--- src/design/ebac_defs.svh ---
// constants of the external bus acknowledge and wait control block
`ifndef EBAC_DEFS_SVH
`define EBAC_DEFS_SVH
`define EBAC_NUM_CS 6
`define EBAC_CS_EDGE 3'h5
`define EBAC_CS_ACK_PIN 3'h4
`define EBAC_WSC_EDGE 6'h3F
`define EBAC_WSC_LEVEL_MIN 6'h01
`define EBAC_CSN_LEVEL_MAX 4'h3
`define EBAC_IGNORE_BASE 3'h2
`define EBAC_TIMEOUT_CYC 1024
`define EBAC_TO_W 11
`endif

--- src/design/ebac_pkg.sv ---
// types shared by the external bus acknowledge and wait control block
package ebac_pkg;
   typedef enum logic [1:0] {
      EBAC_IDLE,
      EBAC_ASSERT,
      EBAC_ACTIVE,
      EBAC_NEGATE
   } ebac_state_e;
   typedef enum logic [1:0] {
      EBAC_MODE_PLAIN,
      EBAC_MODE_EDGE,
      EBAC_MODE_LEVEL
   } ebac_mode_e;
endpackage : ebac_pkg

--- src/design/ebac_sync.sv ---
// two-flop synchroniser for the acknowledge input
`timescale 1ns/10ps
module ebac_sync (
   // clock and reset
   input wire logic ref_clk,
   input wire logic srst,
   // level in and out
   input wire logic d,
   output logic q
);
   logic meta;
   logic next_meta;
   logic next_q;
   always_comb begin
      next_meta = d;
      next_q = meta;
   end
   always_ff @(posedge ref_clk) begin
      if (srst) begin
         meta <= 1'b1;
         q <= 1'b1;
      end else begin
         meta <= next_meta;
         q <= next_q;
      end
   end
endmodule : ebac_sync

--- src/design/ebac_top.sv ---
// external bus cycle control with transfer acknowledge and timeout
// Functional notes
// - Each accepted cycle drives the selected active-low chip-select output.
// - With acknowledge termination on, a cycle unended after 1024 clocks gives a bus error.
// - The acknowledge input works either by rising edge or by level after an ignore time.
// - Acknowledge is honoured only on asynchronous cycles, never with burst mode set.
// - Edge mode ends the cycle on a rising acknowledge edge inside the timeout window.
// - Edge mode exists only on chip select 5.
// - Edge mode needs wait count 0x3F, assert or negate delay of 1 or more, and ack_gen_enable.
// - A nonzero assert or negate delay gives a gap so a fresh edge can be seen between cycles.
// - Level mode ignores the acknowledge for 2 to 5 clocks set by ack_ignore_cycles.
// - After the ignore time a high acknowledge lets the cycle finish on its wait count.
// - A low acknowledge stalls the cycle until high, bounded by the 1024-clock timeout.
// - In level mode a low acknowledge after the ignore time pauses the cycle until it is high.
// - Level mode is not available on chip select 4, whose pin carries the acknowledge.
// - Level mode needs early_wait_bit, wait count above 1, negate delay below 3, no ack_gen.
`include "ebac_defs.svh"
`timescale 1ns/10ps
module ebac_top #(
   parameter int NUM_CS = `EBAC_NUM_CS
) (
   // clock and reset
   input wire logic ref_clk,
   input wire logic srst,
   // cycle request and its chip-select settings
   input wire logic req_valid,
   input wire logic [2:0] req_cs,
   input wire logic req_burst_mode,
   input wire logic [5:0] wait_state_count,
   input wire logic [3:0] cs_assert_delay,
   input wire logic [3:0] cs_negate_delay,
   input wire logic early_wait_bit,
   input wire logic [1:0] ack_ignore_cycles,
   input wire logic ack_gen_enable,
   // external acknowledge
   input wire logic transfer_ack_input,
   // chip selects, active low
   output logic [NUM_CS-1:0] cs_n,
   // cycle status
   output logic busy,
   output logic done,
   output logic bus_error
);
   localparam int TO_LAST = `EBAC_TIMEOUT_CYC - 1;
   localparam logic [`EBAC_TO_W-1:0] TO_END = TO_LAST[`EBAC_TO_W-1:0];

   ebac_pkg::ebac_state_e st, next_st;
   ebac_pkg::ebac_mode_e mode, next_mode;
   logic [2:0] sel, next_sel;
   logic [5:0] wait_cnt, next_wait_cnt;
   logic [2:0] ign_cnt, next_ign_cnt;
   logic [3:0] dly_cnt, next_dly_cnt;
   logic [3:0] neg_dly, next_neg_dly;
   logic [`EBAC_TO_W-1:0] to_cnt, next_to_cnt;
   logic [NUM_CS-1:0] next_cs_n;
   logic next_busy, next_done, next_bus_error;
   logic ack_s, ack_d;
   logic ack_rise;
   logic edge_ok, level_ok, fin, timeout;

   ////////////////////////////////////////////////////////////////////
   // acknowledge synchronising and edge detect
   ebac_sync u_sync (
      .ref_clk(ref_clk),
      .srst(srst),
      .d(transfer_ack_input),
      .q(ack_s)
   );

   always_ff @(posedge ref_clk) begin
      if (srst) begin
         ack_d <= 1'b1;
      end else begin
         ack_d <= ack_s;
      end
   end

   assign ack_rise = ack_s & ~ack_d;

   ////////////////////////////////////////////////////////////////////
   // mode choice at request time
   always_comb begin
      edge_ok = !req_burst_mode && req_cs == `EBAC_CS_EDGE
         && wait_state_count == `EBAC_WSC_EDGE && ack_gen_enable
         && (cs_assert_delay != 4'h0 || cs_negate_delay != 4'h0);
      level_ok = !req_burst_mode && req_cs != `EBAC_CS_ACK_PIN
         && early_wait_bit && wait_state_count > `EBAC_WSC_LEVEL_MIN
         && cs_negate_delay < `EBAC_CSN_LEVEL_MAX && !ack_gen_enable;
   end

   ////////////////////////////////////////////////////////////////////
   // cycle sequencing
   always_comb begin
      next_st = st;
      next_mode = mode;
      next_sel = sel;
      next_wait_cnt = wait_cnt;
      next_ign_cnt = ign_cnt;
      next_dly_cnt = dly_cnt;
      next_neg_dly = neg_dly;
      next_to_cnt = to_cnt;
      next_cs_n = cs_n;
      next_done = 1'b0;
      next_bus_error = 1'b0;
      fin = 1'b0;
      timeout = 1'b0;
      unique case (st)
         ebac_pkg::EBAC_IDLE: begin
            if (req_valid) begin
               next_sel = req_cs;
               next_wait_cnt = wait_state_count;
               next_ign_cnt = {1'b0, ack_ignore_cycles} + `EBAC_IGNORE_BASE;
               next_neg_dly = cs_negate_delay;
               next_to_cnt = '0;
               if (edge_ok) begin
                  next_mode = ebac_pkg::EBAC_MODE_EDGE;
               end else if (level_ok) begin
                  next_mode = ebac_pkg::EBAC_MODE_LEVEL;
               end else begin
                  next_mode = ebac_pkg::EBAC_MODE_PLAIN;
               end
               if (cs_assert_delay != 4'h0) begin
                  next_dly_cnt = cs_assert_delay;
                  next_st = ebac_pkg::EBAC_ASSERT;
               end else begin
                  next_cs_n = ~(NUM_CS'(1) << req_cs);
                  next_st = ebac_pkg::EBAC_ACTIVE;
               end
            end
         end
         ebac_pkg::EBAC_ASSERT: begin
            next_to_cnt = to_cnt + 1'b1;
            next_dly_cnt = dly_cnt - 4'h1;
            if (dly_cnt == 4'h1) begin
               next_cs_n = ~(NUM_CS'(1) << sel);
               next_st = ebac_pkg::EBAC_ACTIVE;
            end
         end
         ebac_pkg::EBAC_ACTIVE: begin
            next_to_cnt = to_cnt + 1'b1;
            if (ign_cnt != 3'h0) begin
               next_ign_cnt = ign_cnt - 3'h1;
            end
            unique case (mode)
               ebac_pkg::EBAC_MODE_EDGE: begin
                  fin = ack_rise;
               end
               ebac_pkg::EBAC_MODE_LEVEL: begin
                  if (ign_cnt == 3'h0 && !ack_s) begin
                     fin = 1'b0;
                  end else begin
                     fin = ign_cnt == 3'h0 && wait_cnt == 6'h00;
                     if (wait_cnt != 6'h00) begin
                        next_wait_cnt = wait_cnt - 6'h01;
                     end
                  end
               end
               default: begin
                  fin = wait_cnt == 6'h00;
                  if (wait_cnt != 6'h00) begin
                     next_wait_cnt = wait_cnt - 6'h01;
                  end
               end
            endcase
            timeout = !fin && mode != ebac_pkg::EBAC_MODE_PLAIN
               && to_cnt == TO_END;
            if (fin || timeout) begin
               next_done = fin;
               next_bus_error = timeout;
               next_cs_n = '1;
               next_dly_cnt = neg_dly;
               next_st = (neg_dly != 4'h0) ? ebac_pkg::EBAC_NEGATE
                  : ebac_pkg::EBAC_IDLE;
            end
         end
         ebac_pkg::EBAC_NEGATE: begin
            next_dly_cnt = dly_cnt - 4'h1;
            if (dly_cnt == 4'h1) begin
               next_st = ebac_pkg::EBAC_IDLE;
            end
         end
      endcase
      next_busy = next_st != ebac_pkg::EBAC_IDLE;
   end

   always_ff @(posedge ref_clk) begin
      if (srst) begin
         st <= ebac_pkg::EBAC_IDLE;
         mode <= ebac_pkg::EBAC_MODE_PLAIN;
         sel <= 3'h0;
         wait_cnt <= 6'h00;
         ign_cnt <= 3'h0;
         dly_cnt <= 4'h0;
         neg_dly <= 4'h0;
         to_cnt <= '0;
         cs_n <= '1;
         busy <= 1'b0;
         done <= 1'b0;
         bus_error <= 1'b0;
      end else begin
         st <= next_st;
         mode <= next_mode;
         sel <= next_sel;
         wait_cnt <= next_wait_cnt;
         ign_cnt <= next_ign_cnt;
         dly_cnt <= next_dly_cnt;
         neg_dly <= next_neg_dly;
         to_cnt <= next_to_cnt;
         cs_n <= next_cs_n;
         busy <= next_busy;
         done <= next_done;
         bus_error <= next_bus_error;
      end
   end
endmodule : ebac_top

--- config.mk ---
export PLATFORM = sky130hd
export DESIGN_NAME = ebac_top
export DESIGN_NICKNAME = d
export VERILOG_FILES = /design/src/design/ebac_pkg.sv /design/src/design/ebac_sync.sv /design/src/design/ebac_top.sv
export VERILOG_INCLUDE_DIRS = /design/src /design/src/design
export SDC_FILE = /design/constraint.sdc
export NUM_CORES = 1
export LEC_CHECK = 0
export BUFFER_PORTS_ARGS = -buffer_cell sky130_fd_sc_hd__buf_2
export CORE_ASPECT_RATIO = 0.7
export CORE_MARGIN = 2
export CORE_UTILIZATION = 55
export DETAILED_ROUTE_END_ITERATION = 10
export PLACE_DENSITY = 0.8
export SYNTH_ARGS = -nofsm -noshare
export SYNTH_HDL_FRONTEND = slang
export SYNTH_HIERARCHICAL = 1
export SYNTH_SLANG_ARGS = --single-unit
--- constraint.sdc ---
create_clock -name ref_clk -period 3.2 [get_ports ref_clk]
set_input_delay 0 -clock ref_clk [delete_from_list [all_inputs] [get_ports ref_clk]]
set_output_delay 0 -clock ref_clk [all_outputs]
set_load 0.02 [all_outputs]
# [Word-level counts from Yosys, hierarchy flattened]
# Cells that the tools add are included.
[classes] add_sub_neg=5 magnitude_cmp=2 eq_ne=18 n_shift=2 mux=31 n_bitwise=6 reduce_logical=41
[ops] operator="$mux W6" n=7
[ops] operator="$pmux W6 S2" n=2
[ops] operator="$pmux W11 S2" n=1
[ops] operator="$pmux W6 S3" n=1
[ops] operator="$mux W2" n=8
[ops] operator="$ne A2 B2 Y1 const B" n=7
[ops] operator="$logic_and A1 B1 Y1" n=13
[ops] operator="$mux W4" n=3
[ops] operator="$not A6 Y6" n=2
[ops] operator="$pmux W4 S3" n=1
[ops] operator="$reduce_bool A4 Y1" n=3
[ops] operator="$shl A1 B3 Y6 const A" n=2
[ops] operator="$add A11 B1 Y11 const B" n=1
[ops] operator="$eq A11 B10 Y1 const B" n=1
[ops] operator="$mux W11" n=1
[ops] operator="$pmux W2 S4" n=1
[ops] operator="$reduce_bool A2 Y1" n=4
[ops] operator="$eq A2 B2 Y1 const B" n=3
[ops] operator="$eq A6 B6 Y1 const B" n=1
[ops] operator="$gt A6 B1 Y1 const B" n=1
[ops] operator="$logic_not A6 Y1" n=1
[ops] operator="$mux W3" n=2
[ops] operator="$ne A3 B3 Y1 const B" n=2
[ops] operator="$pmux W3 S2" n=1
[ops] operator="other kinds (24)" n=36
[word_totals] ff_bits=47 inputBits=26 output_inout_bits=9

# [Depth between registers and ports, before layout]
# Gate-level depths: netlist of run 1.
[depth] depth_word=12 depth_mapped=9

# [Modules after synthesis]
# The synthesis of run 1 kept the hierarchy.
[by_module_without_submodules] module="ebac_top" instances=1 cells_per_inst=331 area_each_um2=2658.8 seq_area_each_um2=900.9
[by_module_without_submodules] module="ebac_sync" instances=1 cells_per_inst=4 area_each_um2=52.6 seq_area_each_um2=40.0

# [Worst setup path before layout of run 1]
# OpenSTA, ideal clock, no wires.
[synth_timing] path_type="reg-to-reg" from="register st[0]" to="register cs_n[0]" setup_time_ns=0.120 arrival_ns=1.818 t_required_ns=3.080 slack_ns=1.262 path_stages_with_launch=9 path_buffers=1 path_cell_list="dfxtp_1 > inv_1 > ha_1 > nor2b_1 > or2_1 > a221o_1 > a31o_1 > buf_6 > mux2i_1"
[synth_via] elab_chain_cells=3 elab_cells_between_ends=10
[synth_rtl] item="start, declared" line="ebac_top.sv:47" source="ebac_pkg::ebac_state_e st, next_st;"
[synth_rtl] item="start signal, assigned" line="ebac_top.sv:188" source="st <= ebac_pkg::EBAC_IDLE;"
[synth_rtl] item="start signal, assigned" line="ebac_top.sv:201" source="st <= next_st;"
[synth_rtl] item="$eq A2 B2 Y1 (tied with other cells)" line="ebac_top.sv:107" source="unique case (st)"
[synth_rtl] item="$ne A2 B2 Y1 (no line) / $reduce_bool A3 Y1 (equally long branches)"
[synth_rtl] item="$reduce_and A5 Y1 (no line)"
[synth_rtl] item="end signal, assigned" line="ebac_top.sv:209" source="cs_n <= next_cs_n;"
[synth_rtl] item="end, declared" line="ebac_top.sv:38" source="output logic [NUM_CS-1:0] cs_n,"
# Several ways; a longest one is shown, not always the timed one.
# A chain may end at the register's enable or synchronous reset.

# [Final worst setup path of run 1]
[layout_timing] from="register st[1]" to="register wait_cnt[0]"
[layout_via] elab_chain_cells=3 elab_cells_between_ends=8
[layout_rtl] item="$eq A2 B2 Y1 / $logic_not A2 Y1 (equally long branches)" line="ebac_top.sv:107"
[layout_rtl] item="$ne A3 B3 Y1 (no line) (tied with other cells)"
[layout_rtl] item="$reduce_and A4 Y1 (no line)"
[layout_rtl] item="end signal, assigned" line="ebac_top.sv:204" source="wait_cnt <= next_wait_cnt;"
[layout_rtl] item="end, declared" line="ebac_top.sv:50" source="logic [5:0] wait_cnt, next_wait_cnt;"
# Several ways; a longest one is shown, not always the timed one.

==> impl_metrics.env, run 1 <==
export IMPL_synth_cell_area_sq_mm=0.00271
export IMPL_antenna_found_initial=0
export IMPL_synth_enable_flop_cells=0
export IMPL_ys_async_sr_fraction_pct=0
export IMPL_syn_nets=376
export IMPL_die_area_sq_mm=0.00552
export IMPL_power_leakage_nw=1.29
export IMPL_drt_iter0_drc=158
export IMPL_die_w_um=87.9
export IMPL_crit_path_end_kind="flop"
export IMPL_wire_per_inst_um=14.7
export IMPL_h_tree_depth=2
export IMPL_min_from="wait_state_count[3]"
export IMPL_synthCells=335
export IMPL_cts_tree="built"
export IMPL_drt_pre_antenna_iters=4
export IMPL_gpl_final_weighted_congestion=0.901
export IMPL_r2r_slack_ps=780
export IMPL_dp_hpwl_um=4570
export IMPL_powerDensity_mw_per_mm2=559
export IMPL_critPathMaxFanout=16
export IMPL_worstReg2RegEnd="wait_cnt[0]$_SDFFE_PP0P_"
export IMPL_worstMarginPinSlew_ps=594
export IMPL_cp_data_arrival_time_ps=2630
export IMPL_clk_latency_ps=300
export IMPL_holdPathStages=4
export IMPL_num_vias=2541
export IMPL_fin_skew_ps=7.00
export IMPL_ios=35
export IMPL_fp_coreArea_sq_mm=0.00476
export IMPL_post_route_period_util_pct=75.5
export IMPL_setup_tns_final_ps=0
export IMPL_grt_ovfl_total=0
export IMPL_finalSetupViolations=0
export IMPL_dpl_worst_slack_ps=869
export IMPL_synth_top_area_share_pct=34.7
export IMPL_yosys_warnings=6
export IMPL_ctsResizeCount=0
export IMPL_cts_hold_buf=9
export IMPL_hold_end="wait_cnt[3]$_SDFFE_PP0P_"
export IMPL_startpoint_type="flop"
export IMPL_relSlewSlack_pct=60.2
export IMPL_clk_path_buf_depth=2
export IMPL_r2r_start="st[1]$_SDFF_PP0_"
export IMPL_post_route_drc_count=0
export IMPL_drt_vias_per_instance=5.74
export IMPL_grt_pass1_vias=2391
export IMPL_drv_slew=0
export IMPL_critPathKind="flop to flop"
export IMPL_netlist_top_cells_area="dfxtp_1 35%, ha_1 6.9%, nand2_1 6.2%, a21oi_1 5.0%, nor2_1 4.8%"
export IMPL_maxCapViolations=0
export IMPL_yosysSeqAreaShare_pct=34.7
export IMPL_rows=21
export IMPL_layout_drive_gt1_share_pct=13.9
export IMPL_p_total_w=0.00175
export IMPL_nFillCells=404
export IMPL_grt_usage_pct=25.3
export IMPL_synth_common_cells="47 x dfxtp_1, 45 x nand2_1, 35 x nor2_1"
export IMPL_ys_flop_type="dfxtp_1"
export IMPL_fmax_mhz=414
export IMPL_routed_wl_um=6510
export IMPL_ir_drop_mv=0.328
export IMPL_start_util_pct=57.0
export IMPL_grt_pass1_wl_um=11100
export IMPL_io_buffers=34
export IMPL_critPathRequiredTime_ps=3410
export IMPL_setup_ws_ps=783
export IMPL_numClockSinks=47
export IMPL_synth_cell_types=58
export IMPL_ant_nets=0
export IMPL_synth_largest_area_cell="dfxtp_1"
export IMPL_avgSynthCellArea_sq_um=8.09
export IMPL_fin_crit_ps=2420
export IMPL_root_buffer="clkbuf_8"
export IMPL_post_cts_buffers=0
export IMPL_rsz0062_at_grt="no"
export IMPL_cts_inserted_buffers=5
export IMPL_antenna_cells=0
export IMPL_nNetsFinal=414
export IMPL_reg2reg_depth=7
export IMPL_hold_viol=0
export IMPL_area_growth_pct=15.7
export IMPL_die_y_um=62.7
export IMPL_grt_max_degree=42
export IMPL_clk_pin_slew_ps=80
export IMPL_outcome="completed"
export IMPL_hold_path_class="input port to flop"
export IMPL_yosysMostFrequentCell="dfxtp_1"
export IMPL_synth_seq_cells=47
-- cell families (layout without fill, tap and decap cells) --
| kind of cell | count (synthesis) | in the layout | synth area share (%) |
|---|---|---|---|
| buf+inv | 30 | 69 | 4.71 |
| fa+ha+maj | 15 | 15 | 6.92 |
| flops | 47 | 47 | 34.7 |
| xor+xnor | 9 | 9 | 2.91 |
| compound gates | 84 | 84 | 20.2 |
| simple gates | 138 | 138 | 25.8 |
| mux | 12 | 12 | 4.80 |
-- layout by cell type, fill, tap and decap left out, types with 3 or more instances in the layout --
cell type	n
dfxtp_1	47
nand2_1	45
nor2_1	35
buf_2	34
a21oi_1	27
inv_1	15
ha_1	15
o21ai_0	14
mux2i_1	10
xor2_1	9
dlygate4sd3_1	9
nor2b_1	8
nand3_1	8
nor3_1	7
a22oi_1	6
clkbuf_8	5
or2_1	4
o21ai_1	4
nand2b_1	4
a31oi_1	3
nand3b_1	3
and4b_1	3
or4_1	3
o31ai_1	3
a211o_1	3
-- flip-flops by register name (all words and copies together) (netlist names), 2 cells and up --
name / count
wait_cnt: 6
to_cnt: 11
ign_cnt: 3
sel: 3
cs_n: 6
mode: 2
dly_cnt: 4
st: 2
neg_dly: 4
-- worst max-delay path, cell delays in order, from the launching register on --
cell and delay (ps):
dfxtp_1 380, inv_1 150, ha_1 500, nand2_1 390, nand2_1 260, a31o_2 260, o21ai_0 110, a221oi_1 280
-- routing by layer --
metal  track usage (%)  up-vias  share of wire [%]
met4              7.88        0                1.7
met5                 0        -                  0
li1                  -     1273                  -
met2              38.4       95                 44
met3              5.15       15                7.0
met1              35.9     1158                 47
-- per-stage QoR --
step                utilization, %  area (sq um)  cells  hold WS (ps)
floorplan                        -          2710    335          97.1
global placement              61.3          2920    426           177
detailed placement            61.3          2920    426           186
CTS                           66.0          3140    443          63.4
global route                  66.0          3140    443          70.7
finish                        66.0          3140    443          61.6
-- cell type report --
type	instances	area (sq um)	area share (%)
Multi-Input combinational cell	258	1640	52.4
Sequential cell	47	941	30.0
Timing Repair Buffer	45	275	8.77
Tap cell	69	86.3	2.75
Clock buffer	6	72.6	2.31
Clock inverter	2	60.1	1.91
Inverter	16	60.1	1.91
-- report_power, final --
group          switching [W]  internal [W]  leakage, nW  total [W]
clock network       0.000206      0.000312       0.0654   0.000518
registers          0.0000572      0.000641        0.384   0.000698
logic               0.000317      0.000221        0.838   0.000538
-- worst max-delay path by stage --
| stage | endpoint | startpoint |
|---|---|---|
| after CTS | wait_cnt[3]$_SDFFE_PP0P_ | st[1]$_SDFF_PP0_ |
| after global routing | wait_cnt[3]$_SDFFE_PP0P_ | st[1]$_SDFF_PP0_ |
| final | wait_cnt[0]$_SDFFE_PP0P_ | st[1]$_SDFF_PP0_ |
| after floorplan | cs_n[0]$_SDFFE_PP1P_ | st[0]$_SDFF_PP0_ |
| after detailed placement | wait_cnt[0]$_SDFFE_PP0P_ | st[1]$_SDFF_PP0_ |
| after global placement | cs_n[2]$_SDFFE_PP1P_ | st[0]$_SDFF_PP0_ |
No activity file was read; power rests on OpenSTA's default activity.
==> inputs of run 2 (changes only) <==
- clock period: 3.2 -> 2.4 ns (I/O delays scaled with it)
==> impl_metrics.env, run 2 (synthesized netlist as in run 1, its figures left out) <==
export IMPL_power_leakage_nw=1.31
export IMPL_multi_input_area_sq_mm=0.00164
export IMPL_cp_data_arrival_time_ps=2400
export IMPL_critPathMaxFanout=8
export IMPL_crit_path_end_kind="flop"
export IMPL_layout_drive_gt1_share_pct=15.0
export IMPL_outcome="completed"
export IMPL_p_total_w=0.00236
export IMPL_drt_pre_antenna_iters=4
export IMPL_ios=35
export IMPL_clk_path_buf_depth=2
export IMPL_io_buffers=34
export IMPL_antenna_cells=0
export IMPL_num_vias=2509
export IMPL_grt_usage_pct=24.4
export IMPL_drt_iter0_drc=128
export IMPL_largest_reg_flops=11
export IMPL_cts_tree="built"
export IMPL_die_area_sq_mm=0.00552
export IMPL_worstMarginPinSlew_ps=522
export IMPL_top_register="to_cnt"
export IMPL_startpoint_type="flop"
export IMPL_reg2reg_depth=7
export IMPL_setup_ws_ps=168
export IMPL_seq_area_sq_um=941
export IMPL_grt_pass1_vias=2329
export IMPL_hold_path_class="input port to flop"
export IMPL_wire_per_inst_um=14.2
export IMPL_grt_ovfl_total=0
export IMPL_drt_vias_per_instance=5.60
export IMPL_numClockSinks=47
export IMPL_antenna_found_initial=0
export IMPL_h_tree_depth=2
export IMPL_grt_pass1_wl_um=10700
export IMPL_finalSetupViolations=0
export IMPL_dpl_worst_slack_ps=219
export IMPL_maxCapViolations=0
export IMPL_ctsResizeCount=0
export IMPL_cts_inserted_buffers=5
export IMPL_top_regs="to_cnt x11, cs_n x6, wait_cnt x6"
export IMPL_fp_coreArea_sq_mm=0.00476
export IMPL_fin_crit_ps=2230
export IMPL_mostFrequentLayoutCells="47 x dfxtp_1, 45 x nand2_1, 35 x nor2_1"
export IMPL_ant_nets=0
export IMPL_grt_max_degree=41
export IMPL_critPathKind="flop to flop"
export IMPL_post_route_period_util_pct=93.0
export IMPL_die_y_um=62.7
export IMPL_fin_skew_ps=6.99
export IMPL_gpl_final_weighted_congestion=0.913
export IMPL_clk_latency_ps=300
export IMPL_nNetsFinal=419
export IMPL_start_util_pct=57.0
export IMPL_clk_pin_slew_ps=90
export IMPL_final_common_cell="dfxtp_1"
export IMPL_die_w_um=87.9
export IMPL_fmax_mhz=448
export IMPL_holdPathStages=3
export IMPL_critPathRequiredTime_ps=2570
export IMPL_routed_wl_um=6360
export IMPL_critPathSlowestCell="dfxtp_1"
export IMPL_slowest_delay_ps=450
export IMPL_area_growth_pct=17.1
export IMPL_setup_tns_final_ps=0
export IMPL_post_route_drc_count=0
export IMPL_drv_slew=0
export IMPL_worstPathCellList="inv_1 -> ha_1 -> nor2b_1 -> or2_1 -> a221o_1 -> a31o_1 -> mux2i_1"
export IMPL_root_buffer="clkbuf_8"
export IMPL_ir_drop_mv=0.357
export IMPL_relSlewSlack_pct=64.9
export IMPL_rows=21
export IMPL_powerDensity_mw_per_mm2=744
export IMPL_rsz0062_at_grt="no"
export IMPL_hold_viol=0
export IMPL_dp_hpwl_um=4600
export IMPL_nFillCells=403
## run 2: changes by cell type in the layout (fill, tap and decap cells not counted)
cell,before,now
buf_4,2,7
## run 2: power by group
part,switching [W],internal (W)
registers,0.0000741,0.000854
logic,0.000428,0.000319
clock network,0.000271,0.000416
## run 2: area by class of cell
cell class              count  area share (%)
clock buffers               6            2.29
repair buffers             50            9.85
well taps                  69            2.72
multi-input cells         258            51.7
clock inverters             2            1.89
flip-flops and latches     47            29.6
inverters                  16            1.89
## run 2: through the flow
stage	std cells	hold WS, ps	cell area [sq um]	util [%]
detailed placement	431	207	2950	62.1
global placement	431	213	2950	62.1
global route	448	80.8	3180	66.8
floorplan	335	97.1	2710	-
CTS	448	68.2	3180	66.8
finish	448	70.5	3180	66.8
## run 2: worst max-delay path, delay by kind of cell (launching register included)
family / cells / cell delay [ps]
flops: 1 / 450
buf+inv: 1 / 130
mux: 1 / 170
fa+ha+maj: 1 / 300
compound gates: 2 / 600
simple gates: 2 / 460
## run 2: what timing repair did
action,4_1_cts,5_1_grt
hold buffers,9,0
endpoints found under the hold margin,9,0
buffers inserted,0,0
## run 2: path summary, 6_finish.rpt
| kind | start | endpoint | slack, ps |
|---|---|---|---|
| worst max-delay path | st[0]$_SDFF_PP0_ | cs_n[4]$_SDFFE_PP1P_ | 170 |
| worst min-delay path | wait_state_count[1] | wait_cnt[1]$_SDFFE_PP0P_ | 70 |
| worst min register to register | u_sync/meta$_SDFF_PP1_ | u_sync/q$_SDFF_PP1_ | 450 |
| worst max register to register | st[0]$_SDFF_PP0_ | cs_n[4]$_SDFFE_PP1P_ | 170 |
## run 2: metal layers
layer / part of all wire [%] / vias up / global-route usage (%) / wire, um
met2: 45 / 63 / 35.9 / 2860
met5: 0 / - / 0 / 0
met3: 5.8 / 4 / 4.76 / 367
met4: 0.72 / 0 / 8.08 / 46
met1: 48 / 1160 / 35.6 / 3080
li1: - / 1282 / - / -
